[src/verilog/bors_pkg.sv]
// Constants for the brown-out reset sequencer: register map, field positions,
// reset values and timing counts.
// Assumes a 100 MHz APB clock.
package bors_pkg;

  // ---------------------------------------------------------------------------
  // Register offsets
  // ---------------------------------------------------------------------------
  localparam logic [7:0] BORS_RESET_CONTROL_REG_OFS = 8'h00;
  localparam logic [7:0] BORS_OSC_CONTROL_REG_OFS = 8'h04;
  localparam logic [7:0] BORS_CONFIG_OFS = 8'h08;
  localparam logic [7:0] BORS_IRQ_STATUS_OFS = 8'h0C;
  localparam logic [7:0] BORS_IRQ_MASK_OFS = 8'h10;
  localparam logic [7:0] BORS_SEQ_STATUS_OFS = 8'h14;

  // ---------------------------------------------------------------------------
  // Field positions
  // ---------------------------------------------------------------------------
  localparam int BORS_BROWNOUT_FLAG_BIT = 1;
  localparam int BORS_PLL_LOCK_BIT = 5;
  localparam int BORS_OSC_SEL_LSB = 0;
  localparam int BORS_POSC_MODE_LSB = 4;
  localparam int BORS_POWERUP_TIMER_ZERO_BIT = 8;
  localparam int BORS_IRQ_BROWNOUT_BIT = 0;
  localparam int BORS_IRQ_RELEASE_BIT = 1;

  // ---------------------------------------------------------------------------
  // Reset values and encodings
  // ---------------------------------------------------------------------------
  localparam logic [2:0] BORS_OSC_SEL_RST = 3'h0;
  localparam logic [1:0] BORS_POSC_MODE_RST = 2'h3;
  localparam logic [1:0] BORS_POSC_MODE_OFF = 2'h3;
  localparam logic [2:0] BORS_OSC_SEL_PRI = 3'h2;
  localparam logic [2:0] BORS_OSC_SEL_PRI_PLL = 3'h3;
  localparam logic [1:0] BORS_POSC_MODE_EC = 2'h0;
  localparam logic [1:0] BORS_IRQ_MASK_RST = 2'h0;

  // ---------------------------------------------------------------------------
  // Timing
  // ---------------------------------------------------------------------------
  localparam int BORS_CLK_MHZ = 100;
  localparam int BORS_RESET_PULSE_NS = 100;
  localparam int BORS_RESET_PULSE_CYC =
    (BORS_RESET_PULSE_NS * BORS_CLK_MHZ + 999) / 1000;
  localparam int BORS_OST_CYCLES = 1024;
  localparam int BORS_POWERUP_DELAY_US = 64;
  localparam int BORS_POWERUP_DELAY_CYC = BORS_POWERUP_DELAY_US * BORS_CLK_MHZ;
  localparam int BORS_FAILSAFE_DELAY_US = 500;
  localparam int BORS_FAILSAFE_DELAY_CYC = BORS_FAILSAFE_DELAY_US * BORS_CLK_MHZ;
  localparam int BORS_CNT_W = 16;

endpackage

[src/verilog/bors_sequencer.sv]
// Brown-out reset sequencer with APB register access and one interrupt.
// Assumes brownout_n comes from an asynchronous supply monitor and pll_lock
// from the PLL; both are synchronised here.
//
// Contract
// A brown-out report produces a reset pulse for the whole device.
// Clock source follows oscillator select and primary oscillator mode fields.
// Oscillator mode starts start-up timer; system clock withheld until expiry.
// With PLL, system clock withheld until lock bit 5 reads one.
// Power-up delay runs concurrently; internal reset held until it elapses.
// Zero power-up delay with crystal uses fail-safe monitor delay instead.
// Every brown-out reset sets flag bit 1 of reset control register.
// Detection stays active in Sleep and Idle modes.
// Software clears the brown-out flag after reading it.
`timescale 1ns/10ps
`default_nettype none
module bors_sequencer
  import bors_pkg::*;
(
  // APB
  input wire logic pclk,
  input wire logic presetn,
  input wire logic psel,
  input wire logic penable,
  input wire logic pwrite,
  input wire logic [7:0] paddr,
  input wire logic [31:0] pwdata,
  output logic [31:0] prdata,
  output logic pready,
  output logic pslverr,
  // Supply monitor and oscillator
  input wire logic brownout_n,
  input wire logic pll_lock,
  input wire logic sleep_mode,
  input wire logic idle_mode,
  // Reset and clock control
  output logic device_reset_pulse,
  output logic internal_reset,
  output logic sysclk_hold,
  output logic [2:0] clk_source,
  output logic osc_enable,
  output logic pll_enable,
  // Interrupt
  output logic irq
);

  typedef enum logic [2:0] {
    S_RUN = 3'b000,
    S_PULSE = 3'b001,
    S_WAIT = 3'b010
  } bors_state_t;

  // Synchronisers.
  logic [1:0] bo_sync_r;
  logic [1:0] lock_sync_r;
  logic bo_prev_r;
  logic brownout_event;

  // Registers.
  logic brownout_flag_r;
  logic [2:0] osc_sel_r;
  logic [1:0] posc_mode_r;
  logic powerup_timer_zero_r;
  logic [1:0] irq_status_r;
  logic [1:0] irq_mask_r;

  // Sequencer.
  bors_state_t state_r;
  logic [7:0] pulse_cnt_r;
  logic [2:0] latched_sel_r;
  logic [1:0] latched_mode_r;
  logic use_osc_r;
  logic use_pll_r;
  logic osc_ok_r;
  logic release_event;
  logic tim_start;
  logic [15:0] ost_load;
  logic [15:0] dly_load;
  logic ost_running;
  logic ost_expired;
  logic dly_running;
  logic dly_expired;

  logic wr_en;
  logic rd_en;
  logic addr_ok;

  // Decodes whether the selected source needs the primary oscillator.
  function automatic logic needs_osc(input logic [2:0] sel, input logic [1:0] mode);
    needs_osc = (sel == BORS_OSC_SEL_PRI || sel == BORS_OSC_SEL_PRI_PLL) &&
                (mode != BORS_POSC_MODE_OFF);
  endfunction

  // Decodes whether the selected source runs through the PLL.
  function automatic logic needs_pll(input logic [2:0] sel);
    needs_pll = (sel == BORS_OSC_SEL_PRI_PLL);
  endfunction

  // ---------------------------------------------------------------------------
  // Input synchronisers
  // ---------------------------------------------------------------------------
  // The monitor is not gated by sleep or idle, so detection runs in every mode.
  always_ff @(posedge pclk or negedge presetn) begin
    if (!presetn) begin
      bo_sync_r <= 2'b11;
      bo_prev_r <= 1'b1;
    end else begin
      bo_sync_r <= {bo_sync_r[0], brownout_n};
      bo_prev_r <= bo_sync_r[1];
    end
  end

  // Lock is only read through its second stage, never the first.
  always_ff @(posedge pclk or negedge presetn) begin
    if (!presetn) begin
      lock_sync_r <= 2'b00;
    end else begin
      lock_sync_r <= {lock_sync_r[0], pll_lock};
    end
  end

  assign brownout_event = bo_prev_r && !bo_sync_r[1];

  // ---------------------------------------------------------------------------
  // APB decode
  // ---------------------------------------------------------------------------
  // Read data is latched at the setup edge; a write acts on the access edge,
  // the one cycle in which pready stands high.
  assign wr_en = psel && penable && pwrite;
  assign rd_en = psel && !penable && !pwrite;
  assign addr_ok = (paddr == BORS_RESET_CONTROL_REG_OFS) ||
                   (paddr == BORS_OSC_CONTROL_REG_OFS) ||
                   (paddr == BORS_CONFIG_OFS) ||
                   (paddr == BORS_IRQ_STATUS_OFS) ||
                   (paddr == BORS_IRQ_MASK_OFS) ||
                   (paddr == BORS_SEQ_STATUS_OFS);

  always_ff @(posedge pclk or negedge presetn) begin
    if (!presetn) begin
      pready <= 1'b0;
      pslverr <= 1'b0;
    end else begin
      pready <= psel && !penable;
      pslverr <= psel && !penable && !addr_ok;
    end
  end

  always_ff @(posedge pclk or negedge presetn) begin
    if (!presetn) begin
      prdata <= 32'h0000_0000;
    end else if (rd_en) begin
      prdata <= 32'h0000_0000;
      case (paddr)
        BORS_RESET_CONTROL_REG_OFS: prdata[BORS_BROWNOUT_FLAG_BIT] <= brownout_flag_r;
        BORS_OSC_CONTROL_REG_OFS: begin
          prdata[BORS_PLL_LOCK_BIT] <= lock_sync_r[1];
          prdata[BORS_OSC_SEL_LSB +: 3] <= latched_sel_r;
        end
        BORS_CONFIG_OFS: begin
          prdata[BORS_OSC_SEL_LSB +: 3] <= osc_sel_r;
          prdata[BORS_POSC_MODE_LSB +: 2] <= posc_mode_r;
          prdata[BORS_POWERUP_TIMER_ZERO_BIT] <= powerup_timer_zero_r;
        end
        BORS_IRQ_STATUS_OFS: prdata[1:0] <= irq_status_r;
        BORS_IRQ_MASK_OFS: prdata[1:0] <= irq_mask_r;
        BORS_SEQ_STATUS_OFS: begin
          prdata[2:0] <= state_r;
          prdata[4] <= sysclk_hold;
          prdata[5] <= internal_reset;
        end
        default: prdata <= 32'h0000_0000;
      endcase
    end
  end

  // ---------------------------------------------------------------------------
  // Registers
  // ---------------------------------------------------------------------------
  // A brown-out in the same cycle as a software clear keeps the flag set.
  always_ff @(posedge pclk or negedge presetn) begin
    if (!presetn) begin
      brownout_flag_r <= 1'b0;
    end else if (brownout_event) begin
      brownout_flag_r <= 1'b1;
    end else if (wr_en && pready && paddr == BORS_RESET_CONTROL_REG_OFS) begin
      brownout_flag_r <= pwdata[BORS_BROWNOUT_FLAG_BIT];
    end
  end

  always_ff @(posedge pclk or negedge presetn) begin
    if (!presetn) begin
      osc_sel_r <= BORS_OSC_SEL_RST;
      posc_mode_r <= BORS_POSC_MODE_RST;
      powerup_timer_zero_r <= 1'b0;
      irq_mask_r <= BORS_IRQ_MASK_RST;
    end else if (wr_en && pready) begin
      if (paddr == BORS_CONFIG_OFS) begin
        osc_sel_r <= pwdata[BORS_OSC_SEL_LSB +: 3];
        posc_mode_r <= pwdata[BORS_POSC_MODE_LSB +: 2];
        powerup_timer_zero_r <= pwdata[BORS_POWERUP_TIMER_ZERO_BIT];
      end
      if (paddr == BORS_IRQ_MASK_OFS) begin
        irq_mask_r <= pwdata[1:0];
      end
    end
  end

  // Sticky status, write one to clear; a new event wins over the clear.
  always_ff @(posedge pclk or negedge presetn) begin
    if (!presetn) begin
      irq_status_r <= 2'b00;
    end else begin
      irq_status_r <= (irq_status_r &
                       ~((wr_en && pready && paddr == BORS_IRQ_STATUS_OFS) ?
                         pwdata[1:0] : 2'b00)) |
                      {release_event, brownout_event};
    end
  end

  always_ff @(posedge pclk or negedge presetn) begin
    if (!presetn) begin
      irq <= 1'b0;
    end else begin
      irq <= |(irq_status_r & irq_mask_r);
    end
  end

  // ---------------------------------------------------------------------------
  // Sequencer
  // ---------------------------------------------------------------------------
  assign ost_load = 16'(BORS_OST_CYCLES);
  // A zero power-up delay without a crystal still loads one cycle so the timer reports expiry.
  assign dly_load = (powerup_timer_zero_r && needs_osc(osc_sel_r, posc_mode_r) &&
                     posc_mode_r != BORS_POSC_MODE_EC) ?
                    16'(BORS_FAILSAFE_DELAY_CYC) :
                    (powerup_timer_zero_r ? 16'h0001 : 16'(BORS_POWERUP_DELAY_CYC));
  assign tim_start = (state_r == S_PULSE) &&
                     (pulse_cnt_r == 8'(BORS_RESET_PULSE_CYC - 1));
  // Release needs both the delay and a usable clock; either may finish last.
  assign release_event = (state_r == S_WAIT) && dly_expired && !dly_running && osc_ok_r;

  always_ff @(posedge pclk or negedge presetn) begin
    if (!presetn) begin
      state_r <= S_RUN;
      pulse_cnt_r <= 8'h00;
    end else begin
      case (state_r)
        S_RUN: begin
          if (brownout_event) begin
            state_r <= S_PULSE;
            pulse_cnt_r <= 8'h00;
          end
        end
        S_PULSE: begin
          pulse_cnt_r <= pulse_cnt_r + 8'h01;
          if (tim_start) begin
            state_r <= S_WAIT;
          end
        end
        S_WAIT: begin
          if (brownout_event) begin
            state_r <= S_PULSE;
            pulse_cnt_r <= 8'h00;
          end else if (release_event) begin
            state_r <= S_RUN;
          end
        end
        default: state_r <= S_RUN;
      endcase
    end
  end

  // Clock selection is latched at the start of the sequence.
  // A brown-out that restarts a waiting sequence picks the source again.
  always_ff @(posedge pclk or negedge presetn) begin
    if (!presetn) begin
      latched_sel_r <= BORS_OSC_SEL_RST;
      latched_mode_r <= BORS_POSC_MODE_RST;
      use_osc_r <= 1'b0;
      use_pll_r <= 1'b0;
    end else if (state_r != S_PULSE && brownout_event) begin
      latched_sel_r <= osc_sel_r;
      latched_mode_r <= posc_mode_r;
      use_osc_r <= needs_osc(osc_sel_r, posc_mode_r);
      use_pll_r <= needs_pll(osc_sel_r);
    end
  end

  always_comb begin
    osc_ok_r = (!use_osc_r || (ost_expired && !ost_running)) &&
               (!use_pll_r || lock_sync_r[1]);
  end

  always_ff @(posedge pclk or negedge presetn) begin
    if (!presetn) begin
      device_reset_pulse <= 1'b0;
      internal_reset <= 1'b1;
      sysclk_hold <= 1'b0;
      clk_source <= BORS_OSC_SEL_RST;
      osc_enable <= 1'b0;
      pll_enable <= 1'b0;
    end else begin
      // The pulse drops on the edge at which the timers load, so it stands
      // for exactly the pulse count.
      device_reset_pulse <= (state_r == S_PULSE && !tim_start) ||
                            (state_r != S_PULSE && brownout_event);
      internal_reset <= (state_r != S_RUN && !release_event) || brownout_event;
      sysclk_hold <= (state_r == S_PULSE) ||
                     (state_r == S_WAIT && !osc_ok_r) || brownout_event;
      clk_source <= latched_sel_r;
      osc_enable <= use_osc_r && latched_mode_r != BORS_POSC_MODE_OFF;
      pll_enable <= use_pll_r;
    end
  end

  // ---------------------------------------------------------------------------
  // Timers
  // ---------------------------------------------------------------------------
  bors_timer u_ost (
    .pclk(pclk),
    .presetn(presetn),
    .start(tim_start && use_osc_r),
    .load(ost_load),
    .running(ost_running),
    .expired(ost_expired)
  );

  bors_timer u_dly (
    .pclk(pclk),
    .presetn(presetn),
    .start(tim_start),
    .load(dly_load),
    .running(dly_running),
    .expired(dly_expired)
  );

  // Sleep and idle are observed only; they never mask brown-out detection.
  logic unused_modes;
  assign unused_modes = sleep_mode ^ idle_mode;

endmodule
`default_nettype wire

[src/verilog/bors_timer.sv]
// Down-counter used for the start-up, power-up and fail-safe delays.
// Assumes start is a one-cycle pulse on the same clock.
`timescale 1ns/10ps
`default_nettype none
module bors_timer (
  // Clock and reset
  input wire logic pclk,
  input wire logic presetn,
  // Control
  input wire logic start,
  input wire logic [15:0] load,
  // Status
  output logic running,
  output logic expired
);

  logic [15:0] cnt_r;

  // ---------------------------------------------------------------------------
  // Counter
  // ---------------------------------------------------------------------------
  always_ff @(posedge pclk or negedge presetn) begin
    if (!presetn) begin
      cnt_r <= 16'h0000;
      running <= 1'b0;
    end else if (start) begin
      cnt_r <= load;
      running <= 1'b1;
    end else if (running) begin
      if (cnt_r <= 16'h0001) begin
        running <= 1'b0;
      end
      cnt_r <= cnt_r - 16'h0001;
    end
  end

  always_ff @(posedge pclk or negedge presetn) begin
    if (!presetn) begin
      expired <= 1'b0;
    end else if (start) begin
      expired <= 1'b0;
    end else if (running && cnt_r <= 16'h0001) begin
      expired <= 1'b1;
    end
  end

endmodule
`default_nettype wire
[config.mk]
export PLATFORM = sky130hd
export DESIGN_NAME = bors_sequencer
export DESIGN_NICKNAME = d
export VERILOG_FILES = /design/src/verilog/bors_pkg.sv /design/src/verilog/bors_sequencer.sv /design/src/verilog/bors_timer.sv
export SDC_FILE = /design/constraint.sdc
export NUM_CORES = 1
export LEC_CHECK = 0
export ABC_AREA = 1
export BUFFER_PORTS_ARGS = -buffer_cell sky130_fd_sc_hd__buf_2
export CORE_MARGIN = 2
export CORE_UTILIZATION = 55
export CTS_BUF_LIST = sky130_fd_sc_hd__clkbuf_2
export DETAILED_ROUTE_END_ITERATION = 10
export PLACE_DENSITY = 0.8
export SYNTH_ARGS = -nofsm -noshare
export SYNTH_HDL_FRONTEND = slang
export SYNTH_SLANG_ARGS = --single-unit
[constraint.sdc]
create_clock -name pclk -period 3.25 [get_ports pclk]
set_clock_uncertainty 0.1 [all_clocks]
set_input_delay 0.325 -clock pclk [delete_from_list [all_inputs] [get_ports pclk]]
set_output_delay 0.325 -clock pclk [all_outputs]
set_load 0.01 [all_outputs]
**Word level (Yosys, flattened, before mapping)**

Index checks and enable logic that the tools add are counted.

- Mux-type cells: 32
- Reduce and logical (&&, ||, !) cells: 65
- Order comparisons: 2
- Bitwise gates (word level): 4
- Eq/ne operators: 17
- $add $sub $neg: 3

Operators by type and width:

| cell | count |
|---|---|
| $mux 16 | 5 |
| $le 16x1->1 const B | 2 |
| $sub 16x1->16 const B | 2 |
| $logic_and 1x1->1 | 26 |
| $eq 8x4->1 const B | 3 |
| $eq 8x5->1 const B | 2 |
| $pmux 8 s2 | 1 |
| $reduce_bool 2->1 | 7 |
| $mux 1 | 13 |
| $mux 13 | 1 |
| $logic_or 1x1->1 | 12 |
| $mux 3 | 4 |
| $logic_not 1->1 | 11 |
| $eq 3x2->1 const B | 3 |
| $pmux 3 s3 | 1 |
| $add 8x1->8 const B | 1 |
| $eq 8x3->1 const B | 1 |
| $logic_not 8->1 | 1 |
| $mux 8 | 1 |
| $ne 2x2->1 const B | 4 |
| $pmux 1 s3 | 2 |
| $pmux 1 s6 | 1 |
| $reduce_and 2->1 | 3 |
| $pmux 1 s5 | 1 |
| 13 further kinds | 15 |

- Bits of input ports: 49
- Word-level logic and storage cells: 154
- Output and inout port bits: 43
- Register bits: 87

**Depth between registers and ports, before layout**

Gate-level depths: netlist (run 1).

- Word-level depth: 8
- Gate-level depth with buffers: 10
- Gate-level depth less buffers: 10

**Hierarchy**

Synthesis (run 1) repeated with hierarchy kept, for this count alone.

- Cells, all modules: 624
- Area, all modules: 4944.7 µm²

By module, submodules not included:

| module | cells an instance | area an instance (µm²) | times used | sequential area each (µm²) |
|---|---|---|---|---|
| bors_sequencer | 300 | 2562.5 | 1 | 1261.2 |
| bors_timer | 162 | 1191.1 | 2 | 450.4 |

**Worst setup path before layout (run 1)**

No wires, ideal clock.

- Path kind: register to register
- From: reg u_ost.cnt_r[0]
- To: reg u_ost.cnt_r[10]
- Cell stages (with the launch flop): 9
- Data required time: 3.028 ns
- Setup slack: 1.703 ns
- Setup time: 0.122 ns
- Path buffers: 0
- Clock period less this slack: 1.547 ns
- Data arrival time: 1.325 ns
- Cell sequence: dfrtp_1 inv_1 ha_1 nand2_1 nor2_2 nand2_1 nor2_2 xor2_1 nand2_1

- Cells in the longest elaborated chain, start to end: 3

Ends and longest elaborated chain:

| what | line | RTL |
|---|---|---|
| from (decl) | bors_timer.sv:17 | `logic [15:0] cnt_r;` |
| from (signal assigned) | bors_timer.sv:27 | `cnt_r <= load;` |
| from (signal assigned) | bors_timer.sv:33 | `cnt_r <= cnt_r - 16'h0001;` |
| $sub 16x1->16 | bors_timer.sv:33 |  |
| $mux 16 | bors_timer.sv:29 | `end else if (running) begin` |
| $mux 16 | bors_timer.sv:26 | `end else if (start) begin` |

Every way passes these cells. The select of a mux whose other input is x is not followed.
A chain may end at the register's enable or synchronous reset.

**Worst setup path in the final report (run 1)**

- From: reg state_r[0]
- To: reg u_ost.cnt_r[0]

- Cells in the longest elaborated chain, start to end: 4
- Elaborated cells between the ends (all ways): 5
- Classes of those cells: eq/ne (1); mux (1); reduce/logical (3)

Ends and longest elaborated chain:

| what | line | RTL |
|---|---|---|
| from (decl) | bors_sequencer.sv:68 | `bors_state_t state_r;` |
| from (signal assigned) | bors_sequencer.sv:244 | `state_r <= S_RUN;` |
| from (signal assigned) | bors_sequencer.sv:250 | `state_r <= S_PULSE;` |
| from (signal assigned) | bors_sequencer.sv:257 | `state_r <= S_WAIT;` |
| $eq 3x1->1 (*) | bors_sequencer.sv:237 | `assign tim_start = (state_r == S_PULSE) &&` |
| $logic_and 1x1->1 (*) | bors_sequencer.sv:237 |  |
| $logic_and 1x1->1 (*) | bors_sequencer.sv:322 | `.start(tim_start && use_osc_r),` |
| $mux 16 / $reduce_bool 2->1 (equally long branches) | -- |  |

Every way passes the cells marked *; elsewhere a longest branch is shown, timed or not.

==> metrics.cfg, run 1 <==
[worst_setup_path]
worst_ep_arrival_time_ps=2570
cp-start-kind=flip-flop
cp-end-kind=flip-flop
critPathMaxFanout=12
path_class=flip-flop to flip-flop
required_ps=3630

[pwr]
powerDensity_mw_per_mm2=593
leakage_nw=2.81
power.total_mw=3.04
ir_drop_mv=0.308

[status]
status=finished clean

[clock_tree]
cts.path.max_buffers=2
cts_tree=done
cts_sinks=86
cts-buffers-inserted=9
cts_resized=0
clk_latency_ps=550
clk_pin_slew_worst_paths_ps=260
cts_max_level=3
cts-root-buf=clkbuf_2

[die]
die_x_um=96.2
io_pins=92
start_util_pct=56.9
coreArea_mm2=0.00822
die_h_um=96.2
die_area_mm2=0.00925
num_rows=33

[timing]
setup_viol=0
tightestPinTransition_ps=1050
holdWs_ps=106
final.period_utilization_pct=67.3
slew_headroom_pct=29.9
finalHoldViolCount=0
final.setup.tns_ps=0
fmax_ghz=0.457
rsz0062_at_grt=no
final.min_clock_period_ps=2190
slew_viol_final=0

[global_route]
grt_remaining_overflow=0
antenna_found_initial=0
track_usage_pct=23.4
grt_pass1_vias=3852
grt_pass1_wl_um=16900
grt_start_max_net_pins=87

[logic_synthesis]
synth-edff-count=0
netlist_area_mm2=0.00467
ys_types=35
netlist_instances=621
yosysWarnings=0
syn_avg_cell_area_um2=7.52
synth-seq-cells=86
synthArstFlopShare_pct=100
synth_flop_cell=dfrtp_1
ys_seq_area_share_pct=46.3

[placed_design]
hpwl_um=7270
dpl.cell_count=759
io_buffers=37
place.gp.congestion=0.912

[drt]
finalWirelength_um=9970
viasPerCell=5.17
dr.pass1.iters=5
drc=0
vias=4068
detail-route-antenna-nets=0
drt_iter0_drc=193
wl_per_cell_um=12.7

[job]
drv_cap=0

[final_layout]
final_cell_mix=nand2_1, inv_1, nor2_1
fin_util_pct=62.4
num_antenna_cells=0
instances_no_fill=787
final_common_cell=nand2_1
syn_to_final_growth_pct=9.75
final_nets=732
drive_above_1_share_pct=11.3

[hold_path]
hold_class=primary input to flip-flop

path summary, 6_finish.rpt:
path                              startpoint              end  slack (ps)  cells past startpoint
worst max register to register    state_r[0]   u_ost.cnt_r[0]        1060                      7
worst max-delay path              state_r[0]   u_ost.cnt_r[0]        1060                      7
worst min-delay path                paddr[7]  brownout_flag_r         110                      6
worst min register to register  bo_sync_r[1]        bo_prev_r         270                      0
min in group asynchronous            presetn   u_ost.cnt_r[8]         350                      2
max in group asynchronous            presetn   pulse_cnt_r[5]        2030                      2
logic make-up after synthesis:
group	count (synthesis)	synth area share (%)
simple gates	322	29.9
other cells	1	0.0803
fa+ha+maj	6	1.61
flops	86	46.3
compound gates	69	7.87
buf+inv	128	12.6
xor+xnor	9	1.69
registers in the layout, indices dropped and copies added, names as in the netlist, 2 cells and up:
register        cells
prdata              6
pulse_cnt_r         8
lock_sync_r         2
irq_status_r        2
bo_sync_r           2
u_dly.cnt_r        16
irq_mask_r          2
state_r             2
latched_mode_r      2
posc_mode_r         2
u_ost.cnt_r        16
osc_sel_r           3
latched_sel_r       3
clk_source          3
power by group:
group          switching [mW]  internal (mW)  total, mW
clock network           0.413          0.196      0.609
registers               0.186           1.27       1.46
logic                   0.647          0.326      0.973
metal layers:
| layer | global-route usage (%) | vias to the layer above | part of all wire (%) |
|---|---|---|---|
| met3 | 3.37 | 18 | 3.8 |
| met4 | 8.93 | 0 | 1.5 |
| li1 | - | 2014 | - |
| met2 | 41.4 | 110 | 52 |
| met1 | 28.8 | 1926 | 43 |
| met5 | 0 | - | 0 |
metrics by stage:
stage               area [um2]  setup WS [ps]
finish                    5130           1060
global route              5130            928
CTS                       5130           1050
detailed placement        4870           1060
global placement          4870           1090
floorplan                 4770           1700
cell type report:
class                           count  area [um2]
Tap cell                          105         131
Inverter                           99         374
Clock inverter                      7        90.1
Multi-Input combinational cell    432        2020
Fill cell                         741        3090
Sequential cell                    86        2160
Timing Repair Buffer               49         308
Clock buffer                        9        45.0
worst max-delay path: stages, from the launching register on:
cell and delay (ps):
dfrtp_1 540, inv_2 110, nor2_8 180, nand4_1 520
inv_1 280, nand2_1 220, o21ai_0 130, inv_1 60
synth_stat cells, types with 3 or more instances:
master   count  area share [%]
o21ai_0     35             3.7
buf_4       27             4.3
inv_2        3            0.24
dfstp_2      8             4.5
nor3_1      12             1.3
a21oi_1     22             2.4
inv_1       94             7.6
xnor2_1      3            0.56
nor2_1      89             7.2
nand4_1     16             2.1
ha_1         6             1.6
nand2_1    147              12
o22ai_1      4            0.54
dfrtp_1     78              42
nand3_1     44             4.7
nor2_2       3            0.40
nor2_4       3            0.72
xor2_1       6             1.1
what timing repair did:
item	4_1_cts	5_1_grt
hold endpoints to repair	95	0
buffers inserted	0	0
endpoints found under the setup margin	0	0
hold buffers	12	0
(Power assumes the default switching activity.)
==> run 2: changes to the inputs <==
==> constraint.sdc (replaced) <==
create_clock -name pclk -period 2.1 [get_ports pclk]
set_clock_uncertainty 0.1 [all_clocks]
set_input_delay 0.21 -clock pclk [delete_from_list [all_inputs] [get_ports pclk]]
set_output_delay 0.21 -clock pclk [all_outputs]
set_load 0.01 [all_outputs]
==> run 2 against run 1 <==
Net effect:
- hold slack got worse by 61 ps
- first-iteration DRC count increased by 19%
- worst setup slack got worse by 890 ps
- sequential share of layout area decreased by 0.59 points
- count of clock-buffer cells in the layout unchanged
- via count increased by 0.37%
- critical path depth increased by 2
- maximum frequency increased by 14%
- global-route usage increased by 0.87 points
- die area unchanged
- core utilization increased by 0.88 points
- critical path type unchanged
==> metrics.cfg, run 2 (synthesis gave the netlist of run 1 again) <==
[pwr]
comb_power_share_pct=32.3
p_sw_share_pct=40.5
powerDensity_mw_per_mm2=900
p_clk_share_pct=19.2
leakage_nw=2.85
seqPwrFrac_pct=48.5
ir_drop_mv=0.578
p_switching_mw=1.89
power_report.internal_total_mw=2.78

[drt]
wl_met2_um=5000
vias=4083
finalWirelength_um=10100
detail-route-antenna-nets=0
drt_iter0_drc=230
met1_length_um=4440
dr.pass1.iters=7
viasPerCell=5.14
wl_met3_um=481
drc=0
wl_per_cell_um=12.7
topRoutingLayerUsed=met4

[timing]
tightestPinTransition_ps=832
slew_viol_final=0
finalHoldViolCount=0
final.setup.tns_ps=0
fmax_ghz=0.520
final.period_utilization_pct=91.6
final.min_clock_period_ps=1920
setup_viol=0
holdWs_ps=45.2
fin_ws_ps=177
slew_headroom_pct=44.3
rsz0062_at_grt=no

[placed_design]
hpwl_um=7420
io_buffers=37
place.gp.congestion=0.945
pre_cts_ws_ps=240

[die]
start_util_pct=56.9
die_area_mm2=0.00925
num_rows=33
coreArea_mm2=0.00822
die_h_um=96.2
io_pins=92
die_x_um=96.2

[clock_tree]
cts_tree=done
cts_sinks=86
postCtsSetupBuffers=0
clk_pin_slew_worst_paths_ps=260
cts.path.max_buffers=2
cts-buffers-inserted=9
cts_max_level=3
cts-root-buf=clkbuf_2
clk_latency_ps=550

[worst_setup_path]
path_class=flip-flop to flip-flop
rrSetupSlack_ps=180
worst_ep_arrival_time_ps=2300
cp-end-kind=flip-flop
timing.rr.start=pulse_cnt_r[1]
cp-start-kind=flip-flop
timing.rr.end=u_ost.expired
ff2ff_path_depth=9
critPathMaxFanout=7
crit_start=pulse_cnt_r[1]
required_ps=2480
endpoint=u_ost.expired

[final_layout]
final_common_cell=nand2_1
largestRegisters=u_dly.cnt_r: 16 flops, u_ost.cnt_r: 16 flops, pulse_cnt_r: 8 flops
final_cell_mix=nand2_1, inv_1, nor2_1
drive_above_1_share_pct=11.9
final_nets=740
num_antenna_cells=0
fillers=695
syn_to_final_growth_pct=11.3

[global_route]
track_usage_pct=24.3
antenna_found_initial=0
grt_pass1_vias=3797
grt_start_max_net_pins=38
grt_pass1_wl_um=17200
grt_remaining_overflow=0

[job]
drv_cap=0

[status]
status=finished clean

[hold_path]
hold_class=primary input to asynchronous set/reset pin

run 2: metal layers:
| layer | global-route usage (%) | vias up |
|---|---|---|
| met5 | 0 | - |
| met1 | 30.6 | 1910 |
| li1 | - | 2029 |
| met3 | 4.15 | 19 |
| met2 | 41.7 | 125 |
| met4 | 9.17 | 0 |
run 2: layout make-up:
type | count | area, um2 | share of cell area, %
clock inverter | 7 | 77.6 | 1.49
clock buffer | 9 | 45.0 | 0.866
inverter | 99 | 374 | 7.19
tap | 105 | 131 | 2.53
multi-input combinational | 432 | 2020 | 38.8
sequential | 86 | 2160 | 41.6
timing repair buffer | 57 | 390 | 7.51
run 2: power by group through the flow:
| stage | Combinational, mW | Clock, mW | Sequential (mW) |
|---|---|---|---|
| after global placement | 1.42 | 0 | 2.28 |
| after CTS | 1.51 | 0.925 | 2.26 |
| after detailed placement | 1.48 | 0 | 2.29 |
| final | 1.51 | 0.899 | 2.27 |
| after global routing | 1.73 | 0.996 | 2.31 |
| after floorplan | 1.16 | 0 | 2.22 |
run 2: what timing repair did:
action                                  in CTS  in global routing
resized for setup                            0                  1
endpoints found under the hold margin      100                  0
endpoints found under the setup margin       0                  1
hold buffers                                16                  0
run 2: how the worst min path moves through the flow:
stage | cells after the start | slack [ps] | endpoint | from
detailed placement | 1 | 50 | u_ost.cnt_r[8] | presetn
CTS | 3 | 8 | u_ost.expired | presetn
global placement | 1 | 50 | u_ost.cnt_r[8] | presetn
floorplan | 0 | -190 | brownout_flag_r | presetn
global route | 3 | 30 | osc_sel_r[0] | presetn
finish | 3 | 50 | osc_sel_r[0] | presetn
run 2: stage by stage:
stage | power [mW] | area, um2 | utilization (%) | std cells
final | 4.68 | 5200 | 63.3 | 795
after floorplan | 3.38 | 4770 | - | 646
after global placement | 3.69 | 4910 | 59.8 | 763
after CTS | 4.69 | 5200 | 63.3 | 795
after global routing | 5.04 | 5200 | 63.3 | 795
after detailed placement | 3.77 | 4910 | 59.8 | 763
run 2: critical path, stage by stage, from the launching register on:
cell and delay [ps]:
dfrtp_1 460, inv_1 80, ha_1 210, nand4_1 150
nor2_1 120, nand2_1 230, nor2_4 290, inv_2 100
nand2_1 70, nand2_1 60
